===== config.mk =====
export PLATFORM = sky130hd
export DESIGN_NAME = pmc_core
export DESIGN_NICKNAME = d
export VERILOG_FILES = /design/src/pkg/pmc_pkg.sv /design/src/core/pmc_core.sv
export SDC_FILE = /design/constraint.sdc
export NUM_CORES = 1
export LEC_CHECK = 0
export BUFFER_PORTS_ARGS = -buffer_cell sky130_fd_sc_hd__buf_4
export CAP_MARGIN = 30
export CORE_MARGIN = 2
export CORE_UTILIZATION = 32
export DETAILED_ROUTE_END_ITERATION = 8
export PLACE_DENSITY = 0.67
export SLEW_MARGIN = 40
export SYNTH_ARGS = -nofsm -noshare
export SYNTH_HDL_FRONTEND = slang
export SYNTH_SLANG_ARGS = --single-unit

===== constraint.sdc =====
create_clock -name i_clk -period 1.7 [get_ports i_clk]
set_input_delay 0.34 -clock i_clk [delete_from_list [all_inputs] [get_ports i_clk]]
set_output_delay 0.34 -clock i_clk [all_outputs]
set_load 0.02 [all_outputs]

===== src/pkg/pmc_pkg.sv =====
// pmc_pkg: register map, field positions, reset values and counts
// for the power-mode clock controller.
// assumes: byte-addressed classic wishbone slave with 32-bit data.
package pmc_pkg;

    // ------------------------------------------------------------
    // register indices and byte addresses
    // ------------------------------------------------------------
    localparam logic [7:0] PMC_IDX_POWER_CONTROL = 8'h87;
    localparam logic [7:0] PMC_IDX_EXT_FLAG = 8'h91;
    localparam logic [7:0] PMC_IDX_POWER_MODE = 8'hA0;
    localparam logic [7:0] PMC_IDX_CPU_STATE = 8'hA1;
    localparam logic [9:0] PMC_ADR_POWER_CONTROL =
        {PMC_IDX_POWER_CONTROL, 2'h0};
    localparam logic [9:0] PMC_ADR_EXT_FLAG = {PMC_IDX_EXT_FLAG, 2'h0};
    localparam logic [9:0] PMC_ADR_POWER_MODE = {PMC_IDX_POWER_MODE, 2'h0};
    localparam logic [9:0] PMC_ADR_CPU_STATE = {PMC_IDX_CPU_STATE, 2'h0};

    // ------------------------------------------------------------
    // field positions
    // ------------------------------------------------------------
    localparam int PMC_PC_IDLE = 0;
    localparam int PMC_PC_STOP = 1;
    localparam int PMC_EX_BANDGAP = 0;
    localparam int PMC_EX_RING_WAKE = 1;
    localparam int PMC_EX_RING_ACTIVE = 2;
    localparam int PMC_EX_SOURCE = 3;
    localparam int PMC_PM_DIV_LO = 6;
    localparam int PMC_PM_SWITCHBACK = 5;
    localparam int PMC_PM_XOFF = 3;
    localparam int PMC_ST_XSTABLE = 4;

    // ------------------------------------------------------------
    // divide encodings and reset values
    // ------------------------------------------------------------
    localparam logic [1:0] PMC_DIV_4 = 2'h1;
    localparam logic [1:0] PMC_DIV_64 = 2'h2;
    localparam logic [1:0] PMC_DIV_1024 = 2'h3;
    localparam logic [1:0] PMC_RST_DIV = PMC_DIV_4;
    localparam logic PMC_RST_SOURCE = 1'b1;
    localparam logic PMC_RST_XSTABLE = 1'b1;
    localparam int PMC_CYC_DIV_4 = 4;
    localparam int PMC_CYC_DIV_64 = 64;
    localparam int PMC_CYC_DIV_1024 = 1024;

    // ------------------------------------------------------------
    // timing: crystal start-up interval in crystal clocks
    // ------------------------------------------------------------
    localparam int PMC_XTAL_START_CLOCKS = 65536;

    typedef enum logic [1:0] {
        PMC_RUN = 2'b00,
        PMC_IDLE = 2'b01,
        PMC_STOP = 2'b10
    } pmc_mode_e;

endpackage : pmc_pkg


===== src/core/pmc_core.sv =====
// pmc_core: cpu clock divide, clock source, idle and stop control
// assumes: clock i_clk is the crystal clock domain; ring and crystal
// oscillators are analog, steered by the outputs of this module.
//
// Design decision made here: the Wishbone slave port.
`timescale 1ns/1ps

// Overview of operation
// - source select 1=crystal, 0=ring; 0 to 1 only if stable and enabled
// - ring active status reads 1 while cpu runs on ring; reset 0
// - divide field 01=4, 10=64, 11=1024 clocks per cycle; reset 01
// - writes of 10 or 11 accepted only while field holds 01
// - switchback enable returns divide to 4 clocks by hardware
// - crystal disable stops crystal; set only while source is ring
// - power-fail, high and low priority in-service flags, read only
// - crystal stable flag reads 1 once crystal settles; reset 1
// - four serial activity flags for both ports, read only, reset 0
// - power control bit 0 enters idle; cpu halts, clocks run
// - idle ends on any interrupt or reset
// - power control bit 1 enters stop; clocks and crystal off
// - stop ends on external or clock interrupt, or reset
// - bandgap in stop keeps reference powered during stop
// - with bandgap on, power-fail interrupt wakes from stop
// - bandgap in stop has no effect outside stop
// - ring wake select runs cpu from ring right after stop
// - after ring wake, count crystal clocks then return to crystal
module pmc_core #(
    parameter int XTAL_START_CLOCKS = pmc_pkg::PMC_XTAL_START_CLOCKS
) (
    // clock and reset
    input wire logic i_clk,
    input wire logic i_resetn,
    // wishbone slave
    input wire logic i_wb_cyc,
    input wire logic i_wb_stb,
    input wire logic i_wb_we,
    input wire logic [9:0] i_wb_adr,
    input wire logic [3:0] i_wb_sel,
    input wire logic [31:0] i_wb_dat,
    output logic [31:0] o_wb_dat,
    output logic o_wb_ack,
    // wake and status sources
    input wire logic i_any_irq,
    input wire logic i_ext_irq,
    input wire logic i_rtc_irq,
    input wire logic i_powerfail_irq,
    input wire logic i_powerfail_in_service,
    input wire logic i_high_prio_in_service,
    input wire logic i_low_prio_in_service,
    input wire logic i_port1_tx_active,
    input wire logic i_port1_rx_active,
    input wire logic i_port0_tx_active,
    input wire logic i_port0_rx_active,
    // clock control outputs
    output logic o_cpu_halt,
    output logic o_clocks_gated,
    output logic o_crystal_enable,
    output logic o_bandgap_enable,
    output logic o_ring_active_flag,
    output logic [1:0] o_clock_divide_select,
    output logic o_machine_cycle_strobe
);

    if (XTAL_START_CLOCKS < 1) begin : g_bad_start
        $error("XTAL_START_CLOCKS must be at least one");
    end

    localparam int CW = $clog2(XTAL_START_CLOCKS + 1);
    localparam logic [CW-1:0] START_LAST = CW'(XTAL_START_CLOCKS - 1);

    // ------------------------------------------------------------
    // state
    // ------------------------------------------------------------
    pmc_pkg::pmc_mode_e mode;
    logic clock_source_select;
    logic ring_active_flag;
    logic [1:0] clock_divide_select;
    logic auto_switchback_enable;
    logic crystal_disable;
    logic bandgap_in_stop;
    logic ring_wake_select;
    logic crystal_stable_flag;
    logic [CW-1:0] start_count;
    logic [9:0] cyc_count;

    logic wr;
    logic [7:0] wdat;
    logic [1:0] wdiv;
    logic wake_idle;
    logic wake_stop;
    logic crystal_running;
    logic [9:0] cyc_last;

    function automatic logic hit(input logic [9:0] adr,
                                 input logic [9:0] reg_adr);
        hit = (adr == reg_adr);
    endfunction : hit

    // writes land on the edge after the one that presents ack to the master
    assign wr = i_wb_cyc & i_wb_stb & i_wb_we & o_wb_ack & i_wb_sel[0];
    assign wdat = i_wb_dat[7:0];
    assign wdiv = wdat[pmc_pkg::PMC_PM_DIV_LO +: 2];

    // ------------------------------------------------------------
    // wake conditions
    // ------------------------------------------------------------
    assign wake_idle = i_any_irq;
    assign wake_stop = i_ext_irq | i_rtc_irq
                       | (bandgap_in_stop & i_powerfail_irq);

    // ------------------------------------------------------------
    // mode machine
    // ------------------------------------------------------------
    always_ff @(posedge i_clk) begin
        if (!i_resetn) begin
            mode <= pmc_pkg::PMC_RUN;
        end else begin
            case (mode)
                pmc_pkg::PMC_RUN: begin
                    if (wr && hit(i_wb_adr,
                                  pmc_pkg::PMC_ADR_POWER_CONTROL)) begin
                        if (wdat[pmc_pkg::PMC_PC_STOP]) begin
                            mode <= pmc_pkg::PMC_STOP;
                        end else if (wdat[pmc_pkg::PMC_PC_IDLE]) begin
                            mode <= pmc_pkg::PMC_IDLE;
                        end
                    end
                end
                pmc_pkg::PMC_IDLE: begin
                    if (wake_idle) begin
                        mode <= pmc_pkg::PMC_RUN;
                    end
                end
                pmc_pkg::PMC_STOP: begin
                    if (wake_stop) begin
                        mode <= pmc_pkg::PMC_RUN;
                    end
                end
                default: mode <= pmc_pkg::PMC_RUN;
            endcase
        end
    end

    // ------------------------------------------------------------
    // clock divide field and switchback
    // ------------------------------------------------------------
    always_ff @(posedge i_clk) begin
        if (!i_resetn) begin
            clock_divide_select <= pmc_pkg::PMC_RST_DIV;
        end else if (auto_switchback_enable && (i_any_irq
                     || i_port0_rx_active || i_port1_rx_active
                     || i_port0_tx_active || i_port1_tx_active)) begin
            clock_divide_select <= pmc_pkg::PMC_DIV_4;
        end else if (wr && hit(i_wb_adr, pmc_pkg::PMC_ADR_POWER_MODE)) begin
            if (wdiv == pmc_pkg::PMC_DIV_4) begin
                clock_divide_select <= pmc_pkg::PMC_DIV_4;
            end else if (wdiv != 2'h0
                         && clock_divide_select == pmc_pkg::PMC_DIV_4) begin
                clock_divide_select <= wdiv;
            end
        end
    end

    always_ff @(posedge i_clk) begin
        if (!i_resetn) begin
            auto_switchback_enable <= 1'b0;
        end else if (wr && hit(i_wb_adr, pmc_pkg::PMC_ADR_POWER_MODE)) begin
            auto_switchback_enable <=
                wdat[pmc_pkg::PMC_PM_SWITCHBACK];
        end
    end

    always_ff @(posedge i_clk) begin
        if (!i_resetn) begin
            crystal_disable <= 1'b0;
        end else if (wr && hit(i_wb_adr, pmc_pkg::PMC_ADR_POWER_MODE)) begin
            if (!wdat[pmc_pkg::PMC_PM_XOFF]) begin
                crystal_disable <= 1'b0;
            end else if (!clock_source_select) begin
                crystal_disable <= 1'b1;
            end
        end
    end

    // ------------------------------------------------------------
    // extended flag register: source, ring wake, bandgap
    // ------------------------------------------------------------
    always_ff @(posedge i_clk) begin
        if (!i_resetn) begin
            bandgap_in_stop <= 1'b0;
            ring_wake_select <= 1'b0;
        end else if (wr && hit(i_wb_adr, pmc_pkg::PMC_ADR_EXT_FLAG)) begin
            bandgap_in_stop <= wdat[pmc_pkg::PMC_EX_BANDGAP];
            ring_wake_select <= wdat[pmc_pkg::PMC_EX_RING_WAKE];
        end
    end

    always_ff @(posedge i_clk) begin
        if (!i_resetn) begin
            clock_source_select <= pmc_pkg::PMC_RST_SOURCE;
        end else if (wr && hit(i_wb_adr, pmc_pkg::PMC_ADR_EXT_FLAG)) begin
            if (!wdat[pmc_pkg::PMC_EX_SOURCE]) begin
                clock_source_select <= 1'b0;
            end else if (crystal_stable_flag && !crystal_disable) begin
                clock_source_select <= 1'b1;
            end
        end
    end

    // ------------------------------------------------------------
    // ring mode after stop and crystal start-up count
    // ------------------------------------------------------------
    assign crystal_running = (mode != pmc_pkg::PMC_STOP) & ~crystal_disable;

    always_ff @(posedge i_clk) begin
        if (!i_resetn) begin
            crystal_stable_flag <= pmc_pkg::PMC_RST_XSTABLE;
            start_count <= '0;
        end else if (!crystal_running) begin
            crystal_stable_flag <= 1'b0;
            start_count <= '0;
        end else if (!crystal_stable_flag) begin
            if (start_count == START_LAST) begin
                crystal_stable_flag <= 1'b1;
            end
            start_count <= start_count + 1'b1;
        end
    end

    always_ff @(posedge i_clk) begin
        if (!i_resetn) begin
            ring_active_flag <= 1'b0;
        end else if (mode == pmc_pkg::PMC_STOP && wake_stop) begin
            ring_active_flag <= ring_wake_select
                                | ~clock_source_select;
        end else if (clock_source_select && crystal_stable_flag) begin
            ring_active_flag <= 1'b0;
        end else if (!clock_source_select) begin
            ring_active_flag <= 1'b1;
        end
    end

    // ------------------------------------------------------------
    // machine cycle strobe from divide setting
    // ------------------------------------------------------------
    always_comb begin
        case (clock_divide_select)
            pmc_pkg::PMC_DIV_64: cyc_last = 10'(pmc_pkg::PMC_CYC_DIV_64 - 1);
            pmc_pkg::PMC_DIV_1024: begin
                cyc_last = 10'(pmc_pkg::PMC_CYC_DIV_1024 - 1);
            end
            default: cyc_last = 10'(pmc_pkg::PMC_CYC_DIV_4 - 1);
        endcase
    end

    always_ff @(posedge i_clk) begin
        if (!i_resetn) begin
            cyc_count <= '0;
            o_machine_cycle_strobe <= 1'b0;
        end else if (mode == pmc_pkg::PMC_STOP) begin
            cyc_count <= '0;
            o_machine_cycle_strobe <= 1'b0;
        end else if (cyc_count >= cyc_last) begin
            cyc_count <= '0;
            o_machine_cycle_strobe <= 1'b1;
        end else begin
            cyc_count <= cyc_count + 1'b1;
            o_machine_cycle_strobe <= 1'b0;
        end
    end

    // ------------------------------------------------------------
    // outputs
    // ------------------------------------------------------------
    always_ff @(posedge i_clk) begin
        if (!i_resetn) begin
            o_cpu_halt <= 1'b0;
            o_clocks_gated <= 1'b0;
            o_crystal_enable <= 1'b1;
            o_bandgap_enable <= 1'b1;
        end else begin
            o_cpu_halt <= (mode != pmc_pkg::PMC_RUN);
            o_clocks_gated <= (mode == pmc_pkg::PMC_STOP);
            o_crystal_enable <= crystal_running;
            o_bandgap_enable <= (mode != pmc_pkg::PMC_STOP)
                                | bandgap_in_stop;
        end
    end

    assign o_ring_active_flag = ring_active_flag;
    assign o_clock_divide_select = clock_divide_select;

    // ------------------------------------------------------------
    // wishbone read and acknowledge
    // ------------------------------------------------------------
    always_ff @(posedge i_clk) begin
        if (!i_resetn) begin
            o_wb_ack <= 1'b0;
            o_wb_dat <= '0;
        end else begin
            o_wb_ack <= i_wb_cyc & i_wb_stb & ~o_wb_ack;
            o_wb_dat <= '0;
            if (hit(i_wb_adr, pmc_pkg::PMC_ADR_POWER_CONTROL)) begin
                o_wb_dat[1:0] <= {mode == pmc_pkg::PMC_STOP,
                                  mode == pmc_pkg::PMC_IDLE};
            end else if (hit(i_wb_adr, pmc_pkg::PMC_ADR_EXT_FLAG)) begin
                o_wb_dat[3:0] <= {clock_source_select, ring_active_flag,
                                  ring_wake_select, bandgap_in_stop};
            end else if (hit(i_wb_adr, pmc_pkg::PMC_ADR_POWER_MODE)) begin
                o_wb_dat[7:0] <= {clock_divide_select,
                                  auto_switchback_enable, 1'b0,
                                  crystal_disable, 3'h0};
            end else if (hit(i_wb_adr, pmc_pkg::PMC_ADR_CPU_STATE)) begin
                o_wb_dat[7:0] <= {i_powerfail_in_service,
                                  i_high_prio_in_service,
                                  i_low_prio_in_service,
                                  crystal_stable_flag,
                                  i_port1_tx_active, i_port1_rx_active,
                                  i_port0_tx_active,
                                  i_port0_rx_active};
            end
        end
    end

endmodule : pmc_core


# Word-level counts from Yosys, hierarchy flattened
# Index checks and enable logic that the tools add are counted.
# word_totals
register_bits	76
input_bits	62
out_inout_bits	41
wordCells	111
# classes
add_sub_neg	2
order_cmp	1
eq_ne	19
muxes	23
bitwise	16
n_reduce_logical	28
# op_table
operator	count
$eq A10 B10 Y1 const B	4
$pmux W10 S2	1
$add A17 B1 Y17 const B	1
$eq A17 B16 Y1 const B	1
$mux W2	8
$mux W8	2
$add A10 B1 Y10 const B	1
$ge A10 B10 Y1	1
$mux W1	10
$ne A2 B2 Y1 const B	5
$logic_and A1 B1 Y1	8
$reduce_and A2 Y1	4
$and A1 B1 Y1	7
$eq A2 B1 Y1 const B	3
$eq A2 B2 Y1 const B	3
$pmux W2 S3	1
$reduce_bool A2 Y1	3
$reduce_or A2 Y1	3
$reduce_or A3 Y1	2
$not A1 Y1	5
$reduce_or A5 Y1	1
$logic_or A1 B1 Y1	4
$mux W4	1
$or A1 B1 Y1	4
6 further kinds	6

# Depth between registers and ports, before layout
# depth
depth_word	7
depth_mapped	7
mapped_depth_nobuf	7

# Worst setup path after synthesis
# Ideal clock, no wire load.
# synth_path
path_type	register to register
startpoint	register clock_divide_select[1], in the netlist o_clock_divide_select[1]
endpoint	register cyc_count[2]
setup_ns	0.078
t_arrival_ns	1.899
t_required_ns	1.622
path_slack_ns	-0.277
stages_incl_launch_ff	8
path_buffers	1
period_less_slack_ns	1.977
cell_sequence	dfxtp_1 inv_1 ha_1 a211oi_1 o21ai_0 a221o_1 clkbuf_1 nor3_1
# synth_between
elab_chain_cells	4
elab_cells_between_ends	5
classes_between	1 x order compare; 2 x eq/ne; 1 x mux; 1 x reduce/logical
# synth_lines
element	line_no	text
from (decl)	pmc_core.sv:77	logic [1:0] clock_divide_select;
from (signal assigned)	pmc_core.sv:149	clock_divide_select <= pmc_pkg::PMC_RST_DIV;
from (signal assigned)	pmc_core.sv:153	clock_divide_select <= pmc_pkg::PMC_DIV_4;
from (signal assigned)	pmc_core.sv:156	clock_divide_select <= pmc_pkg::PMC_DIV_4;
$eq A2 B2 Y1	pmc_core.sv:247	case (clock_divide_select)
$pmux W10 S2 *	pmc_core.sv:247	
$ge A10 B10 Y1 *	pmc_core.sv:263	end else if (cyc_count >= cyc_last) begin
$reduce_or A3 Y1 (no line) *	n/a	
to (signal assigned)	pmc_core.sv:267	cyc_count <= cyc_count + 1'b1;
to (decl)	pmc_core.sv:84	logic [9:0] cyc_count;
# Mark *: on every way between the ends. The rest lies on a longest branch, timed or not.
# A chain may end at the register's enable or synchronous reset.

# Final worst setup path
# layout_path
startpoint	register clock_divide_select[1], in the netlist o_clock_divide_select[1]
endpoint	register o_machine_cycle_strobe
# layout_between
elab_chain_cells	4
elab_cells_between_ends	5
classes_between	1 x order compare; 2 x eq/ne; 2 x mux
# layout_lines
element	line_no	text
$eq A2 B2 Y1	pmc_core.sv:247	
$pmux W10 S2 *	pmc_core.sv:247	
$ge A10 B10 Y1 *	pmc_core.sv:263	
$mux W1 *	pmc_core.sv:263	
to (signal assigned)	pmc_core.sv:262	o_machine_cycle_strobe <= 1'b0;
to (signal assigned)	pmc_core.sv:265	o_machine_cycle_strobe <= 1'b1;
to (signal assigned)	pmc_core.sv:268	o_machine_cycle_strobe <= 1'b0;
to (decl)	pmc_core.sv:61	output logic o_machine_cycle_strobe
# Marks and branches as above.

==> reports/metrics.csv <==
stage;metric;value;unit
run_status;status;complete, but fails checks;
run_status;failing checks;setup timing;
worst_hold_path;hold depth;3;
run;number of max-cap violations;0;
logic_synthesis;synth unique cells;50;
drt;Detailed Routing Iterations Pass 1;4;
logic_synthesis;Seq/Total Area, Yosys;0.397;
place;Placer Congestion;0.831;
final_layout;fraction of layout cells with a size suffix above 1;0.309;
power;Leak Pwr;0.00136;uW
timing;fmax;0.584;GHz
die;die height;94.5;um
place;dpl hpwl;4390;um
global_route;first-pass GRT wire length;10000;um
clocking;CTS tree;yes;
critical_path;reg2reg start;o_clock_divide_select[1];
die;Total Die Area;0.00893;mm2
timing;Final Hold Fails;0;
drt;Post-Route WL;5860;um
timing;worst rel slew slack;0.662;
timing;Slew @ Worst Pin;0.506;ns
logic_synthesis;number of synthesized flops with an enable pin;0;
clocking;CTS Buffer Depth;2;
final_layout;Area growth, synth to finish;29.9;%
timing;Worst Skew;0.0109;ns
logic_synthesis;Synth Cell Area;0.00262;mm2
logic_synthesis;Avg Cell Area, Syn;8.83;um2
global_route;antenna violations before repair;0;
final_layout;Multi-input gate area;0.00154;mm2
worst_hold_path;hold endpoint;o_wb_dat[5];
power;Final Power;2320;uW
clocking;clk_lat worst skew;0.31;ns
logic_synthesis;Yosys top cell by area;dfxtp_1;
worst_hold_path;Hold Path Class;in2reg;
drt;vias;2302;
drt;Post-DRT Antenna Nets;0;
worst_hold_path;HP Start;i_low_prio_in_service;
critical_path;R2R Path End;o_machine_cycle_strobe;
logic_synthesis;Primary FF master, synth;dfxtp_1;
final_layout;fin area;0.00341;mm2
timing;Final period util;1.01;
place;PortBufs;49;
critical_path;CP startpoint kind;flip-flop;
die;core box area;0.00809;mm2
timing;final slew viol count;0;
die;FP Rows;33;
critical_path;Reg2Reg Setup Slack;-0.01;ns
clocking;htree depth;2;
timing;Final Critical Period;1.71;ns
critical_path;Crit Path Category;reg2reg;
timing;setup slack after layout;-0.0120;ns
power;PD cells;680;mW/mm2
global_route;global route overflow;0;
critical_path;WP data arrival;1.92;ns
logic_synthesis;leading cell types by count after synthesis;dfxtp_1 (52), nor2_1 (32), buf_4 (24);
critical_path;reg2reg path depth;6;
critical_path;critical path capture point type;flip-flop;
logic_synthesis;leading post-synthesis cells by cell area;dfxtp_1 (40%), buf_4 (6.9%), ha_1 (5.3%);
critical_path;Worst EP required;1.91;ns
final_layout;final core occ;0.421;
timing;setup violators final;1;
die;die width;94.5;um
logic_synthesis;Synth top area share;0.397;
global_route;vias in the first global route;2178;
global_route;largest net degree at the start of global routing;20;
logic_synthesis;count leader, synth;dfxtp_1;
clocking;Root Driver;clkbuf_8;
drt;initial DRC count;124;
drt;WL/cell;12.3;um
clocking;clock sinks;52;
clocking;CTS Buf Count;5;
logic_synthesis;Post-synth ARST share;0;
drt;Residual DRC;0;
clocking;clock slew at reported path FFs;0.10;ns
final_layout;ANT cells;0;
final_layout;layout net count;444;
logic_synthesis;Synth Warn #;0;
die;I/O pin total;103;
final_layout;total area of sequential cells;0.00105;mm2
drt;Via-to-Cell Ratio;4.83;
die;Starting Density;0.324;
logic_synthesis;synthesized flop and latch total;52;
global_route;Total GRT Usage;0.141;
logic_synthesis;Syn Inst Count;297;
power;maximum vdd drop;0.306;mV
timing;RSZ-0062 raised after global routing;yes;
place;Placed Area;0.00322;mm2
clocking;hold buffers post-CTS;0;
critical_path;CP max FO;6;
final_layout;filler cell count;823;
==> worst max-delay path, stage by stage, from the launching register on <==
cell and delay [ns]:
dfxtp_4 0.39, nand2_4 0.08, ha_4 0.22, a21o_1 0.15, a21o_1 0.17, a221o_2 0.43, and2_4 0.17
==> cell families after synthesis <==
family | after synthesis | synth area share
and+or+nand+nor | 125 | 0.260
DFF | 52 | 0.397
AOI/OAI and AO/OA | 44 | 0.111
buffers and inverters | 40 | 0.0955
xor gates and xnor gates | 20 | 0.0668
adders and majority gates | 11 | 0.0525
muxes | 4 | 0.0153
other | 1 | 0.00143
==> flip-flops by register name, summed over array words and instances (netlist names) <==
name	flops
o_clocks_gated	1
o_cpu_halt	1
o_wb_ack	1
o_crystal_enable	1
mode	2
clock_source_select	1
o_ring_active_flag	1
crystal_disable	1
o_clock_divide_select	2
cyc_count	10
ring_wake_select	1
o_bandgap_enable	1
auto_switchback_enable	1
start_count	17
o_wb_dat	8
bandgap_in_stop	1
o_machine_cycle_strobe	1
crystal_stable_flag	1
==> where the power goes <==
group	total [uW]	switching [uW]	internal, uW
Combinational	337	195	142
Clock	711	418	294
Sequential	1270	23.5	1240
Total	2320	636	1680
==> per-layer routing <==
layer,vias up,GRT usage,wire length [um]
met5,-,0,0
met1,1081,0.177,2640
met3,8,0.0311,242
met2,51,0.243,2900
met4,0,0.0411,83
li1,1162,-,-
==> per-stage QoR <==
step / TNS (ns) / cells / hold slack (ns) / setup slack (ns)
final: -0.0120 / 477 / 0.265 / -0.0120
after CTS: -0.00347 / 477 / 0.260 / -0.00267
after floorplan: 0 / 320 / 0.427 / 0.0300
after detailed placement: -1.24 / 467 / 0.457 / -0.181
after global routing: -0.312 / 477 / 0.274 / -0.0754
after global placement: -1.11 / 467 / 0.441 / -0.194
==> worst max path at each step <==
stage / startpoint / endpoint / depth (start not counted)
floorplan: o_clock_divide_select[1] / cyc_count[2] / 7
global placement: i_wb_adr[8] / o_wb_dat[0] / 5
detailed placement: i_wb_adr[8] / o_wb_dat[0] / 5
CTS: o_clock_divide_select[1] / cyc_count[4] / 6
global route: o_clock_divide_select[1] / o_machine_cycle_strobe / 6
finish: o_clock_divide_select[1] / o_machine_cycle_strobe / 6
==> cell usage in the layout, fill, tap and decap left out, drive strengths merged, types with 2 or more instances in the layout <==
cell type / synthesis / final
a41oi: 2 / 2
and3: 2 / 2
nor4b: 2 / 2
and4: 3 / 3
xor2: 12 / 12
a211oi: 2 / 2
buf: 24 / 75
mux2i: 4 / 4
nand2: 17 / 17
nor2b: 2 / 2
nand3b: 2 / 2
nor4: 3 / 3
conb: 1 / 24
nand4: 8 / 8
a221o: 1 / 2
dfxtp: 52 / 52
nor3: 20 / 20
or3: 5 / 5
nor2: 32 / 32
clkbuf: 8 / 6
a21oi: 12 / 12
nand3: 18 / 18
o21ai: 11 / 11
o31ai: 3 / 3
ha: 11 / 11
a21o: 2 / 2
a32oi: 3 / 3
xnor2: 8 / 8
inv: 8 / 8
and2: 2 / 2
or4: 4 / 4
==> final cells by class <==
class,count,area share
inverters,8,0.00955
flip-flops and latches,52,0.308
clock inverters,2,0.00478
well taps,105,0.0386
clock buffers,6,0.0213
repair buffers,75,0.165
multi-input cells,229,0.453
==> what timing repair did <==
item / 4_1_cts / 5_1_grt
setup buffers: 1 / 0
cloned: 1 / 0
gates resized for setup: 3 / 14
pin swaps: 3 / 8
endpoints found under the setup margin: 10 / 12
Note: power is estimated with default switching activity, not from simulation.
